**config.mk**
```make
export PLATFORM = sky130hd
export DESIGN_NAME = ssh_smbus_slave
export DESIGN_NICKNAME = d
export VERILOG_FILES = /design/src/design/ssh_smbus_slave.v
export VERILOG_INCLUDE_DIRS = /design/src /design/src/design
export SDC_FILE = /design/constraint.sdc
export NUM_CORES = 2
export LEC_CHECK = 0
export BUFFER_PORTS_ARGS = -buffer_cell sky130_fd_sc_hd__buf_2
export CORE_MARGIN = 3
export CORE_UTILIZATION = 64
export CTS_CLUSTER_DIAMETER = 80
export CTS_CLUSTER_SIZE = 16
export DETAILED_ROUTE_END_ITERATION = 12
export PLACE_DENSITY = 0.83
export SLEW_MARGIN = 20
export SYNTH_ARGS = -nofsm -noshare
export SYNTH_HDL_FRONTEND = slang
export SYNTH_SLANG_ARGS = --single-unit
```
**constraint.sdc**
```tcl
create_clock -name i_clk -period 24.4 [get_ports i_clk]
set_input_delay 1.22 -clock i_clk [delete_from_list [all_inputs] [get_ports i_clk]]
set_output_delay 1.22 -clock i_clk [all_outputs]
set_load 0.005 [all_outputs]
```
**src/design/ssh_map.vh**
```
/*
 Constants for the serial management slave: addresses, opcodes, buffer layout,
 extended command codes, timing counts and configuration reset values.
 Assumes a 20 MHz system clock.
*/
`ifndef SSH_MAP_VH
`define SSH_MAP_VH
`define SSH_CLK_MHZ 20
`define SSH_ADDR_LOW 7'h2c
`define SSH_ADDR_HIGH 7'h2d
`define SSH_OP_REBOOT 16'h9936
`define SSH_OP_CFG_ACCESS 16'h9937
`define SSH_OP_EXT_CMD 16'h993e
`define SSH_OP_ATTACH 16'haa55
`define SSH_OP_ATTACH_SMB 16'haa56
`define SSH_OP_TERM 8'h00
`define SSH_REG_EXT_COMMAND_CODE 16'h0000
`define SSH_REG_EXT_COMMAND_RESULT 16'h0001
`define SSH_REG_EXT_FIRST_DATA_BYTE 16'h0002
`define SSH_BLOCK_MAX 8'h20
`define SSH_RAM_DEPTH 64
`define SSH_RAM_AW 6
`define SSH_EXT_SET_ADDR 8'h00
`define SSH_EXT_GET_DEF_ADDR 8'h01
`define SSH_EXT_HUB_INFO 8'h02
`define SSH_EXT_CHG_MASK 8'h03
`define SSH_EXT_PORT_CONNECT 8'h80
`define SSH_EXT_PORT_POWER 8'h81
`define SSH_EXT_PORT_DISABLE 8'h82
`define SSH_EXT_PORT_DPDM 8'h83
`define SSH_EXT_CHG_FIRST 8'h84
`define SSH_EXT_CHG_LAST 8'h87
`define SSH_STAT_OK 8'h01
`define SSH_STAT_BAD 8'h02
`define SSH_PWR_STEP_MS 2
`define SSH_PWR_STEP_CYC (`SSH_PWR_STEP_MS * 1000 * `SSH_CLK_MHZ)
`define SSH_OC2_T0_NS 50
`define SSH_OC2_T1_NS 200
`define SSH_OC2_T2_NS 400
`define SSH_OC2_T3_NS 1000
`define SSH_OC3_T0_NS 750
`define SSH_OC3_T1_NS 1250
`define SSH_OC3_T2_NS 1500
`define SSH_OC3_T3_NS 10000
`define SSH_NS_TO_CYC(t) (((t) * `SSH_CLK_MHZ + 999) / 1000)
`define SSH_RST_PWR_ON 8'h32
`define SSH_RST_OC_SEL 2'h0
`define SSH_RST_SWAP 5'h00
`define SSH_PORTS 5
`endif

```
**src/design/ssh_smbus_slave.v**
```verilog
/*
 Serial management slave of a hub controller: buffer access, special opcodes,
 extended commands and the configuration settings they steer.
 Assumes the bus pins arrive asynchronously; the data pin is open drain.
*/
// Contract
// - Accesses carry 7-bit address, 16-bit buffer offset, then 8-bit data bytes.
// - Slave answers at one of two strap-selected 7-bit addresses.
// - Bytes shift most significant bit first in both directions.
// - Count is never zero; at most 32 data bytes per block.
// - Block read uses repeated start then read address to turn direction.
// - Special opcode replaces offset and ends with a zero byte (here 9937h instead takes a count byte, then register bytes).
// - Opcode 9936h reboots the controller; 9937h accesses configuration registers.
// - Opcode 993Eh runs the extended command held in the buffer.
// - AA55h attaches and ends configuration; AA56h keeps bus access too.
// - Codes 00h-03h: set address, default address, hub info, charger mask.
// - Codes 80h-83h port status/disable; 84h-87h charger controller transfers (here only answered with OK status, no transfer).
// - Command code at 0000h, status at 0001h, data from 0002h.
// - Host zeroes status first; device writes result status afterwards.
// - Power-on-to-good delay counted in 2 ms steps for both hubs.
// - USB 2.0 over-current filter 50/200/400/1000 ns; shorter pulses ignored.
// - USB 3.0 over-current filter 750/1250/1500/10000 ns; shorter pulses ignored.
// - Per-port data line swap; index zero is upstream, higher are downstream.
// - Hub-wide setting forbids USB 2.0 high speed.
// - Hub-wide setting turns off multiple translator operation.
// - Setting suppresses end-of-packet at first frame end point in full speed.
// - Set-address command takes new bus address from first data byte.
// - Per-port commands use first data byte as mask, bit zero upstream.
`include "ssh_map.vh"
`timescale 1ns/100ps
`default_nettype none
module ssh_smbus_slave #(
	parameter PWR_STEP_CYC = `SSH_PWR_STEP_CYC
) (
	input wire i_clk,
	input wire i_reset,
	input wire i_scl,
	input wire i_sda,
	output wire o_sda,
	output wire o_sda_oe,
	input wire i_addr_strap,
	input wire [4:0] i_port_connect,
	input wire [4:0] i_port_power,
	input wire i_oc2_n,
	input wire i_oc3_n,
	output reg o_reboot,
	output reg o_attach,
	output reg o_smbus_keep,
	output reg o_power_good,
	output reg o_oc2,
	output reg o_oc3,
	output reg [4:0] o_dpdm_swap,
	output reg o_hs_disable,
	output reg o_multi_translator_disable,
	output reg o_eop_first_frame_end_disable,
	output reg o_power_switch_select,
	output reg [4:0] o_port_force_off
);
	localparam ST_IDLE = 3'h0;
	localparam ST_ADDR = 3'h1;
	localparam ST_OFFH = 3'h2;
	localparam ST_OFFL = 3'h3;
	localparam ST_WDATA = 3'h4;
	localparam ST_RDATA = 3'h5;
	localparam ST_SKIP = 3'h6;
	// Configuration register indices reached through opcode 9937h
	localparam CFG_PWR_ON = 6'h00;
	localparam CFG_OC_SEL = 6'h01;
	localparam CFG_SWAP = 6'h02;
	localparam CFG_ADV = 6'h03;

	reg [1:0] scl_s, sda_s;
	reg [1:0] strap_s;
	wire scl = scl_s[1];
	wire sda = sda_s[1];
	reg scl_d, sda_d;
	wire scl_rise = scl & ~scl_d;
	wire scl_fall = ~scl & scl_d;
	wire start_c = scl & scl_d & sda_d & ~sda;
	wire stop_c = scl & scl_d & ~sda_d & sda;

	reg [7:0] ram [0:`SSH_RAM_DEPTH-1];
	reg [2:0] state;
	reg [3:0] bitc;
	reg [7:0] sh;
	reg ack_drive, rd_drive, rd_bit;
	reg [15:0] offset;
	reg [7:0] opc_hi;
	reg is_op;
	reg [6:0] my_addr;
	reg [1:0] addr_init;
	reg [7:0] count;
	reg got_count;
	reg [7:0] cfg_idx;
	reg op_pend;
	reg [15:0] opcode;
	reg ext_busy;
	reg [7:0] pwr_on;
	reg [3:0] oc_sel;
	reg [2:0] adv;
	reg [31:0] pwr_cnt;
	reg [7:0] pwr_steps;
	reg [9:0] oc2_cnt, oc3_cnt;
	reg [1:0] oc2_s, oc3_s;
	integer k;

	function [9:0] oc_limit;
		input is3;
		input [1:0] sel;
		integer t;
		begin
			case ({is3, sel})
			3'h0: t = `SSH_NS_TO_CYC(`SSH_OC2_T0_NS);
			3'h1: t = `SSH_NS_TO_CYC(`SSH_OC2_T1_NS);
			3'h2: t = `SSH_NS_TO_CYC(`SSH_OC2_T2_NS);
			3'h3: t = `SSH_NS_TO_CYC(`SSH_OC2_T3_NS);
			3'h4: t = `SSH_NS_TO_CYC(`SSH_OC3_T0_NS);
			3'h5: t = `SSH_NS_TO_CYC(`SSH_OC3_T1_NS);
			3'h6: t = `SSH_NS_TO_CYC(`SSH_OC3_T2_NS);
			default: t = `SSH_NS_TO_CYC(`SSH_OC3_T3_NS);
			endcase
			oc_limit = t[9:0];
		end
	endfunction

	assign o_sda = 1'b0;
	assign o_sda_oe = ack_drive | (rd_drive & ~rd_bit);

	wire [`SSH_RAM_AW-1:0] ram_a = offset[`SSH_RAM_AW-1:0];
	wire [7:0] cmd_code = ram[0];

	always @(posedge i_clk or posedge i_reset) begin
		if (i_reset) begin
			scl_s <= 2'h3;
			sda_s <= 2'h3;
			strap_s <= 2'h0;
			scl_d <= 1'b1;
			sda_d <= 1'b1;
			oc2_s <= 2'h3;
			oc3_s <= 2'h3;
		end else begin
			scl_s <= {scl_s[0], i_scl};
			sda_s <= {sda_s[0], i_sda};
			strap_s <= {strap_s[0], i_addr_strap};
			scl_d <= scl;
			sda_d <= sda;
			oc2_s <= {oc2_s[0], i_oc2_n};
			oc3_s <= {oc3_s[0], i_oc3_n};
		end
	end

	// Protocol engine
	always @(posedge i_clk or posedge i_reset) begin
		if (i_reset) begin
			state <= ST_IDLE;
			bitc <= 4'h0;
			sh <= 8'h00;
			ack_drive <= 1'b0;
			rd_drive <= 1'b0;
			rd_bit <= 1'b1;
			offset <= 16'h0000;
			opc_hi <= 8'h00;
			is_op <= 1'b0;
			my_addr <= 7'h00;
			addr_init <= 2'h0;
			count <= 8'h00;
			got_count <= 1'b0;
			cfg_idx <= 8'h00;
			op_pend <= 1'b0;
			opcode <= 16'h0000;
			ext_busy <= 1'b0;
			o_reboot <= 1'b0;
			o_attach <= 1'b0;
			o_smbus_keep <= 1'b0;
			pwr_on <= `SSH_RST_PWR_ON;
			oc_sel <= 4'h0;
			o_dpdm_swap <= `SSH_RST_SWAP;
			adv <= 3'h0;
			o_power_switch_select <= 1'b0;
			o_port_force_off <= 5'h00;
			for (k = 0; k < `SSH_RAM_DEPTH; k = k + 1)
				ram[k] <= 8'h00;
		end else begin
			o_reboot <= 1'b0;
			// Strap settles through its synchroniser before the third edge
			if (addr_init != 2'h3) begin
				addr_init <= addr_init + 2'h1;
				my_addr <= strap_s[1] ? `SSH_ADDR_HIGH : `SSH_ADDR_LOW;
			end
			if (start_c) begin
				state <= ST_ADDR;
				bitc <= 4'h0;
				ack_drive <= 1'b0;
				rd_drive <= 1'b0;
			end else if (stop_c) begin
				state <= ST_IDLE;
				ack_drive <= 1'b0;
				rd_drive <= 1'b0;
				if (op_pend) begin
					op_pend <= 1'b0;
					case (opcode)
					`SSH_OP_REBOOT: o_reboot <= 1'b1;
					`SSH_OP_ATTACH: o_attach <= 1'b1;
					`SSH_OP_ATTACH_SMB: begin
						o_attach <= 1'b1;
						o_smbus_keep <= 1'b1;
					end
					`SSH_OP_EXT_CMD: ext_busy <= 1'b1;
					default: ;
					endcase
				end
			end else if (scl_rise && state != ST_IDLE && state != ST_SKIP && bitc < 4'h8) begin
				if (state != ST_RDATA)
					sh <= {sh[6:0], sda};
				bitc <= bitc + 4'h1;
			end else if (scl_fall && state != ST_IDLE && state != ST_SKIP) begin
				if (bitc == 4'h8) begin
					bitc <= 4'h9;
					ack_drive <= 1'b0;
					rd_drive <= 1'b0;
					case (state)
					ST_ADDR: begin
						if (sh[7:1] == my_addr) begin
							ack_drive <= 1'b1;
							if (sh[0])
								state <= ST_RDATA;
							else begin
								state <= ST_OFFH;
								got_count <= 1'b0;
								is_op <= 1'b0;
							end
						end else
							state <= ST_SKIP;
					end
					ST_OFFH: begin
						opc_hi <= sh;
						ack_drive <= 1'b1;
						state <= ST_OFFL;
					end
					ST_OFFL: begin
						ack_drive <= 1'b1;
						offset <= {opc_hi, sh};
						opcode <= {opc_hi, sh};
						is_op <= (opc_hi == 8'h99 || opc_hi == 8'haa);
						state <= ST_WDATA;
					end
					ST_WDATA: begin
						ack_drive <= 1'b1;
						if (is_op) begin
							if (sh == `SSH_OP_TERM && opcode != `SSH_OP_CFG_ACCESS)
								op_pend <= 1'b1;
							else if (opcode == `SSH_OP_CFG_ACCESS) begin
								if (!got_count) begin
									got_count <= 1'b1;
									op_pend <= 1'b1;
									cfg_idx <= 8'h00;
								end else begin
									cfg_idx <= cfg_idx + 8'h1;
									case (cfg_idx[5:0])
									CFG_PWR_ON: pwr_on <= sh;
									CFG_OC_SEL: oc_sel <= sh[3:0];
									CFG_SWAP: o_dpdm_swap <= sh[4:0];
									CFG_ADV: begin
										adv <= sh[2:0];
										o_power_switch_select <= sh[7];
									end
									default: ;
									endcase
								end
							end
						end else if (!got_count) begin
							got_count <= 1'b1;
							count <= (sh == 8'h00 || sh > `SSH_BLOCK_MAX) ? 8'h00 : sh;
							if (sh == 8'h00 || sh > `SSH_BLOCK_MAX)
								ack_drive <= 1'b0;
						end else if (count != 8'h00) begin
							count <= count - 8'h1;
							ram[ram_a] <= sh;
							offset <= offset + 16'h1;
						end else
							ack_drive <= 1'b0;
					end
					default: rd_drive <= 1'b0;
					endcase
				end else if (bitc == 4'h9) begin
					ack_drive <= 1'b0;
					bitc <= 4'h0;
					// Host acknowledge stands on the data line until this fall
					if (state == ST_RDATA && sda)
						state <= ST_SKIP;
					else if (state == ST_RDATA) begin
						sh <= ram[ram_a];
						offset <= offset + 16'h1;
						rd_drive <= 1'b1;
						rd_bit <= ram[ram_a][7];
					end
				end else if (state == ST_RDATA && rd_drive) begin
					rd_bit <= sh[3'h7 - bitc[2:0]];
				end
			end
			if (ext_busy) begin
				ext_busy <= 1'b0;
				ram[1] <= `SSH_STAT_OK;
				case (cmd_code)
				`SSH_EXT_SET_ADDR: begin
					my_addr <= ram[2][7] ? (strap_s[1] ? `SSH_ADDR_HIGH : `SSH_ADDR_LOW)
						: ram[2][6:0];
				end
				`SSH_EXT_GET_DEF_ADDR: ram[2] <= {1'b0, `SSH_ADDR_HIGH};
				`SSH_EXT_HUB_INFO: ram[2] <= {o_attach, 7'h00};
				`SSH_EXT_CHG_MASK: ram[2] <= 8'h00;
				`SSH_EXT_PORT_CONNECT, `SSH_EXT_PORT_POWER, `SSH_EXT_PORT_DPDM: begin
					for (k = 0; k < `SSH_PORTS; k = k + 1)
						if (ram[2][k])
							ram[3 + k] <= (cmd_code == `SSH_EXT_PORT_POWER) ?
								{7'h00, i_port_power[k]} :
								(cmd_code == `SSH_EXT_PORT_DPDM) ?
								{7'h00, o_dpdm_swap[k]} :
								{6'h00, i_port_connect[k], 1'b0};
				end
				`SSH_EXT_PORT_DISABLE: begin
					for (k = 0; k < `SSH_PORTS; k = k + 1)
						if (ram[2][k] && ram[3 + k][7])
							o_port_force_off[k] <= ram[3 + k][2];
				end
				default: begin
					if (cmd_code < `SSH_EXT_CHG_FIRST || cmd_code > `SSH_EXT_CHG_LAST)
						ram[1] <= `SSH_STAT_BAD;
				end
				endcase
			end
		end
	end

	always @* begin
		o_hs_disable = adv[0];
		o_multi_translator_disable = adv[1];
		o_eop_first_frame_end_disable = adv[2];
	end

	// Power-on to power-good timer in 2 ms steps
	always @(posedge i_clk or posedge i_reset) begin
		if (i_reset) begin
			pwr_cnt <= 32'h0;
			pwr_steps <= 8'h00;
			o_power_good <= 1'b0;
		end else if (!o_attach) begin
			pwr_cnt <= 32'h0;
			pwr_steps <= 8'h00;
			o_power_good <= 1'b0;
		end else if (pwr_steps >= pwr_on) begin
			o_power_good <= 1'b1;
		end else if (pwr_cnt >= PWR_STEP_CYC - 1) begin
			pwr_cnt <= 32'h0;
			pwr_steps <= pwr_steps + 8'h1;
		end else
			pwr_cnt <= pwr_cnt + 32'h1;
	end

	// Over-current filters: assert only after the input stays low for the window
	always @(posedge i_clk or posedge i_reset) begin
		if (i_reset) begin
			oc2_cnt <= 10'h0;
			oc3_cnt <= 10'h0;
			o_oc2 <= 1'b0;
			o_oc3 <= 1'b0;
		end else begin
			if (oc2_s[1]) begin
				oc2_cnt <= 10'h0;
				o_oc2 <= 1'b0;
			end else if (oc2_cnt >= oc_limit(1'b0, oc_sel[1:0]))
				o_oc2 <= 1'b1;
			else
				oc2_cnt <= oc2_cnt + 10'h1;
			if (oc3_s[1]) begin
				oc3_cnt <= 10'h0;
				o_oc3 <= 1'b0;
			end else if (oc3_cnt >= oc_limit(1'b1, oc_sel[3:2]))
				o_oc3 <= 1'b1;
			else
				oc3_cnt <= oc3_cnt + 10'h1;
		end
	end
endmodule
`default_nettype wire

```
After elaboration in Yosys (flattened, before gate mapping)
Index checks and enable logic that the tools add are counted.

storage, ports and cells
  register bits = 703
  latch bits = 0
  bits in writable memories = 0
  ROM bits = 0
  output and inout bits = 22
  memories kept = 0

cells by class
  $add $sub $neg = 10
  multipliers = 0
  div/mod/pow operators = 0
  order comparisons = 11
  eq/ne operators = 64
  shift-type cells = 0
  muxes and demuxes = 146
  bitwise logic cells = 21
  reduce and logical (&&, ||, !) cells = 82

operators by type and width
  operator                                                                  number
  504-bit 2-to-1 mux                                                        9
  512-bit bitwise mux                                                       1
  8-bit 2-to-1 mux                                                          22
  16-bit 2-to-1 mux                                                         7
  32-bit 2-to-1 mux                                                         3
  16-bit equality test (second input constant)                              5
  10-bit 2-to-1 mux                                                         6
  56-bit 2-to-1 mux                                                         1
  11-bit AND reduction                                                      5
  1-bit 2-to-1 mux                                                          54
  8-bit binary-select mux with 6-bit select                                 1
  8-bit demux with 6-bit select                                             1
  8-bit equality test (second input constant)                               6
  8-bit one-hot mux with 3 select lines                                     2
  40-bit 2-to-1 mux                                                         1
  10-bit one-hot mux with 4 select lines                                    1
  8-bit AND reduction                                                       5
  2-bit nonzero test                                                        19
  32-bit by 1-bit adder with 32-bit output (second input constant)          1
  32-bit by 16-bit >= comparator with 1-bit output (second input constant)  1
  16-bit one-hot mux with 2 select lines                                    1
  7-bit 2-to-1 mux                                                          4
  3-bit 2-to-1 mux                                                          9
  9-bit AND reduction                                                       3
  other kinds (62)                                                          166

Longest topological paths before layout
  depth after elaboration = 18
  mapped depth = 11

Worst setup path after synthesis
OpenSTA, ideal clock, no wires.

  kind = register to register
  from = reg count[0]
  to = reg ram, in the netlist cmd_code[1]
  setup time = 0.125 ns
  arrival time = 2.756 ns
  data required time = 24.275 ns
  slack = 21.519 ns
  stages on the path, launching flop included = 11
  clock period less this slack = 2.881 ns
  cell sequence = dfrtp_1 -> inv_1 -> ha_1 -> or4b_2 -> o41a_1 -> nand4_1 -> buf_4 -> buf_6 -> nor2_1 -> nand2_2 -> mux2_2

between the ends
  longest elaborated chain between the ends = 2

ends and longest elaborated chain
  item                                  RTL line               RTL
  start: declaration                    ssh_smbus_slave.v:92   reg [7:0] count;
  start signal: assignment              ssh_smbus_slave.v:273  count <= (sh == 8'h00 || sh > `SSH_BLOCK_MAX) ? 8'h00 : sh;
  start signal: assignment              ssh_smbus_slave.v:277  count <= count - 8'h1;
  8-bit nonzero test                    ssh_smbus_slave.v:276  end else if (count != 8'h00) begin
  9-bit AND reduction (no source line)  --
  end signal: indexed assignment        ssh_smbus_slave.v:278  ram[ram_a] <= sh;
  end signal: indexed assignment        ssh_smbus_slave.v:315  ram[3 + k] <= (cmd_code == `SSH_EXT_PORT_POWER) ?
  end: declaration                      ssh_smbus_slave.v:82   reg [7:0] ram [0:`SSH_RAM_DEPTH-1];

Every way passes these cells.
A chain may end at the register's enable or synchronous reset.

Worst setup path after layout
  from = reg offset[1]
  to = reg sh[2]

between the ends
  longest elaborated chain between the ends = 10

ends and longest elaborated chain
  item                                                  RTL line               RTL
  start: declaration                                    ssh_smbus_slave.v:87   reg [15:0] offset;
  start signal: assignment                              ssh_smbus_slave.v:242  offset <= {opc_hi, sh};
  start signal: assignment                              ssh_smbus_slave.v:279  offset <= offset + 16'h1;
  start signal: assignment                              ssh_smbus_slave.v:293  offset <= offset + 16'h1;
  6-bit NOT with 7-bit output (implied by the code)     ssh_smbus_slave.v:292  sh <= ram[ram_a];
  8-bit binary-select mux with 6-bit select             ssh_smbus_slave.v:292
  8-bit 2-to-1 mux (implied by the code) (2 in series)  ssh_smbus_slave.v:292
  8-bit 2-to-1 mux                                      ssh_smbus_slave.v:291  else if (state == ST_RDATA) begin
  8-bit 2-to-1 mux                                      ssh_smbus_slave.v:289  if (state == ST_RDATA && sda)
  8-bit 2-to-1 mux                                      ssh_smbus_slave.v:285  end else if (bitc == 4'h9) begin
  8-bit 2-to-1 mux                                      ssh_smbus_slave.v:217  if (bitc == 4'h8) begin
  8-bit 2-to-1 mux                                      ssh_smbus_slave.v:216  end else if (scl_fall && state != ST_IDLE && state != ST_SKIP) begin
  8-bit 2-to-1 mux                                      ssh_smbus_slave.v:212  end else if (scl_rise && state != ST_IDLE && state != ST_SKIP && bitc < 4'h8) begin
  end signal: assignment                                ssh_smbus_slave.v:214  sh <= {sh[6:0], sda};
  end signal: assignment                                ssh_smbus_slave.v:292
  end: declaration                                      ssh_smbus_slave.v:85   reg [7:0] sh;

Every way passes these cells. The select of a mux whose other input is x is not followed.

==> results.cfg <==
[run_status]
status = completed

[min_path]
worstHoldPathCells = 0
hp-start = scl_s[0]
min_to = scl_s[1]
hold_class = reg -> reg

[worst_setup_path]
r2r-end = sh[2]
path_common_cell = buf_4
cp-end-kind = flip-flop
path_class = reg -> reg
r2r_cells = 9
startpoint_type = flip-flop
slowest_delay_ps = 750
r2r_setup_slack_ps = 20280
cp_cell_sequence = buf_4, buf_4, inv_1, buf_4, a32o_1, o31ai_1, o211ai_1, a2111oi_0, a21oi_1
critical_path_peak_fanout = 56
crit_arrival_ps = 4600
worst_path_max_delay_cell = buf_4
reg2reg_from = offset[1]
cp.required_ps = 24880

[synthesis]
syn-num-nets = 2750
yosysTopAreaCellShare_pct = 50.9
synth-seq-cells = 691
synth_area_leaders = dfrtp_1 (51%), mux2_2 (18%), mux2i_1 (3.6%)
synth_enable_flop_cells = 0
synth_cells = 2698
netlist_area_mm2 = 0.0333
avgSynthCellArea_um2 = 12.3
ys_types = 93
ys_seq_area_share_pct = 52.0
synthArstFlopShare_pct = 100
synth_ff_type = dfrtp_1
synth_largest_area_cell = dfrtp_1
yosysWarnings = 0

[cells_and_area]
drive_above_1_share_pct = 29.1
multi_input_area_mm2 = 0.0151
regArea_mm2 = 0.0173
layout.cells.most_common_list = dfrtp_1 (666), mux2_2 (519), nand2_1 (159)
fin_nets = 2705
stdcell_count = 3349
n_antenna_cell = 0
final_area_mm2 = 0.0354
fillers = 3444
syn2layout_area_growth_pct = 6.34
layout_commonest_cell = dfrtp_1

[timing]
skew_ps = 30.6
max_freq_mhz = 243
tns_ps = 0
hold_violations = 0
drv_slew = 0
setup_viol = 0
layout_setup_ws_ps = 20280
rsz0062_at_grt = false
fin_crit_ps = 4120
worstMarginPinSlew_ps = 1170
maxSlewHeadroom_pct = 21.8
period_share_pct = 16.9

[routing]
drt_iter0_drc = 2967
wl_per_cell_um = 26.6
drc_errors = 0
antenna_left = 0
via_count = 23600
wl_um = 89200
viasPerCell = 7.05
drt_first_pass_iters = 8

[cts]
cts_tree = yes
clk_path_buf_depth = 3
numCtsBuffers = 49
cts_hold_buffers = 0
clock_latency_ps = 630
clk_pin_slew_worst_paths_ps = 80
cts_max_level = 2
ctsResizeCount = 0
clkSinkCount = 691
cts_root_buffer = clkbuf_16
cts_setup_buffers = 0

[place]
io_buffers = 37
gp_congestion = 0.967
dp_hpwl_um = 56200
placed_area_mm2 = 0.0340
placed_cells = 3274
pre_cts_slack_ps = 19210

[floorplanning]
die_w_um = 234
die_h_um = 234
core_area_mm2 = 0.0508
ios = 39
start_util_pct = 65.6
dieArea_mm2 = 0.0548
rows = 82

[power_and_ir_drop]
p_per_area_mw_per_mm2 = 61.9
vdd_drop_max_v = 0.0000612
p_leak_nw = 16.5

[global_route]
antenna_found_initial = 1
grt_pass1_wl_um = 139000
grt_usage_pct = 32.8
grt-ovfl-total = 0
grt_max_degree = 146
grt_pass1_vias = 24300

[flow_run]
cap_violations = 0
## report_power, final
part           switching, mW  internal (mW)
sequential            0.0402           1.16
clock                  0.398          0.373
combinational          0.177         0.0478
total                  0.615           1.58
## synth_stat cells (19+ instances only)
| cell type | count |
|---|---|
| mux2_1 | 28 |
| a21oi_1 | 75 |
| clkbuf_1 | 147 |
| a221oi_1 | 54 |
| ha_1 | 35 |
| nand2b_1 | 20 |
| inv_1 | 54 |
| o21ai_0 | 82 |
| nor3_1 | 33 |
| o22ai_1 | 32 |
| nand2_1 | 159 |
| a22oi_1 | 35 |
| nand3_1 | 57 |
| xnor2_1 | 20 |
| mux2i_1 | 121 |
| and3_1 | 19 |
| mux4_2 | 47 |
| mux2_2 | 519 |
| dfrtp_1 | 677 |
| nor2_1 | 126 |
## per-layer routing
layer | vias up | routed length (um) | GRT usage [%]
met5 | - | 7 | 0
met4 | 2 | 4560 | 15.1
met3 | 333 | 8530 | 6.41
met2 | 1332 | 41600 | 52.1
met1 | 12100 | 34500 | 44.2
li1 | 9838 | - | -
## kinds of logic (layout without fill, tap and decap cells)
logic type,count (synthesis),count (layout),synth area share [%]
XOR/XNOR,21,21,0.552
flip-flops,691,691,52.0
adder cells (fa/ha/maj),35,35,1.31
other,1,1,0.0113
multiplexers,715,715,25.3
AO/OA/AOI/OAI,427,427,8.94
buffers and inverters,232,211,2.69
AND/OR/NAND/NOR,576,576,9.22
## worst max-delay path, delay by kind of cell (launching register included)
| kind | cells | cell delay [ps] |
|---|---|---|
| compound gates | 5 | 1490 |
| buf+inv | 4 | 1760 |
| flops | 1 | 660 |
## layout make-up
cell class,instances,area share (%)
Inverter,55,0.604
Clock inverter,4,0.162
Multi-Input combinational cell,1775,42.8
Timing Repair Buffer,81,1.49
Clock buffer,71,3.69
Sequential cell,691,48.9
Tap cell,672,2.37
## flip-flops by register name, indices dropped and copies added, names as in the netlist, 3 cells and up
name and flops:
ram 504, pwr_cnt 32, opcode 16, oc2_cnt 10
oc3_cnt 10, cmd_code 8, count 8, opc_hi 8
pwr_on 8, pwr_steps 8, sh 8, my_addr 7
cfg_idx 6, offset 6, o_dpdm_swap 5, o_port_force_off 5
bitc 4, oc_sel 4, adv 3, state 3
## through the flow
step	power [mW]	hold slack (ps)	utilization, %
CTS	2.19	351	69.7
detailed placement	1.44	350	67.0
floorplan	1.35	331	-
global route	2.26	360	69.7
global placement	1.42	346	67.0
finish	2.19	345	69.7
## worst max path at each step
stage | end | from | cells past startpoint | slack (ps)
after floorplan | ack_drive | i_reset | 1 | 3830
after global placement | sh[5] | i_reset | 5 | 19360
after detailed placement | sh[3] | i_reset | 5 | 19210
after CTS | sh[6] | i_reset | 5 | 19870
after global routing | sh[6] | i_reset | 5 | 19850
final | sh[2] | offset[1] | 9 | 20280
(Power assumes the default switching activity.)
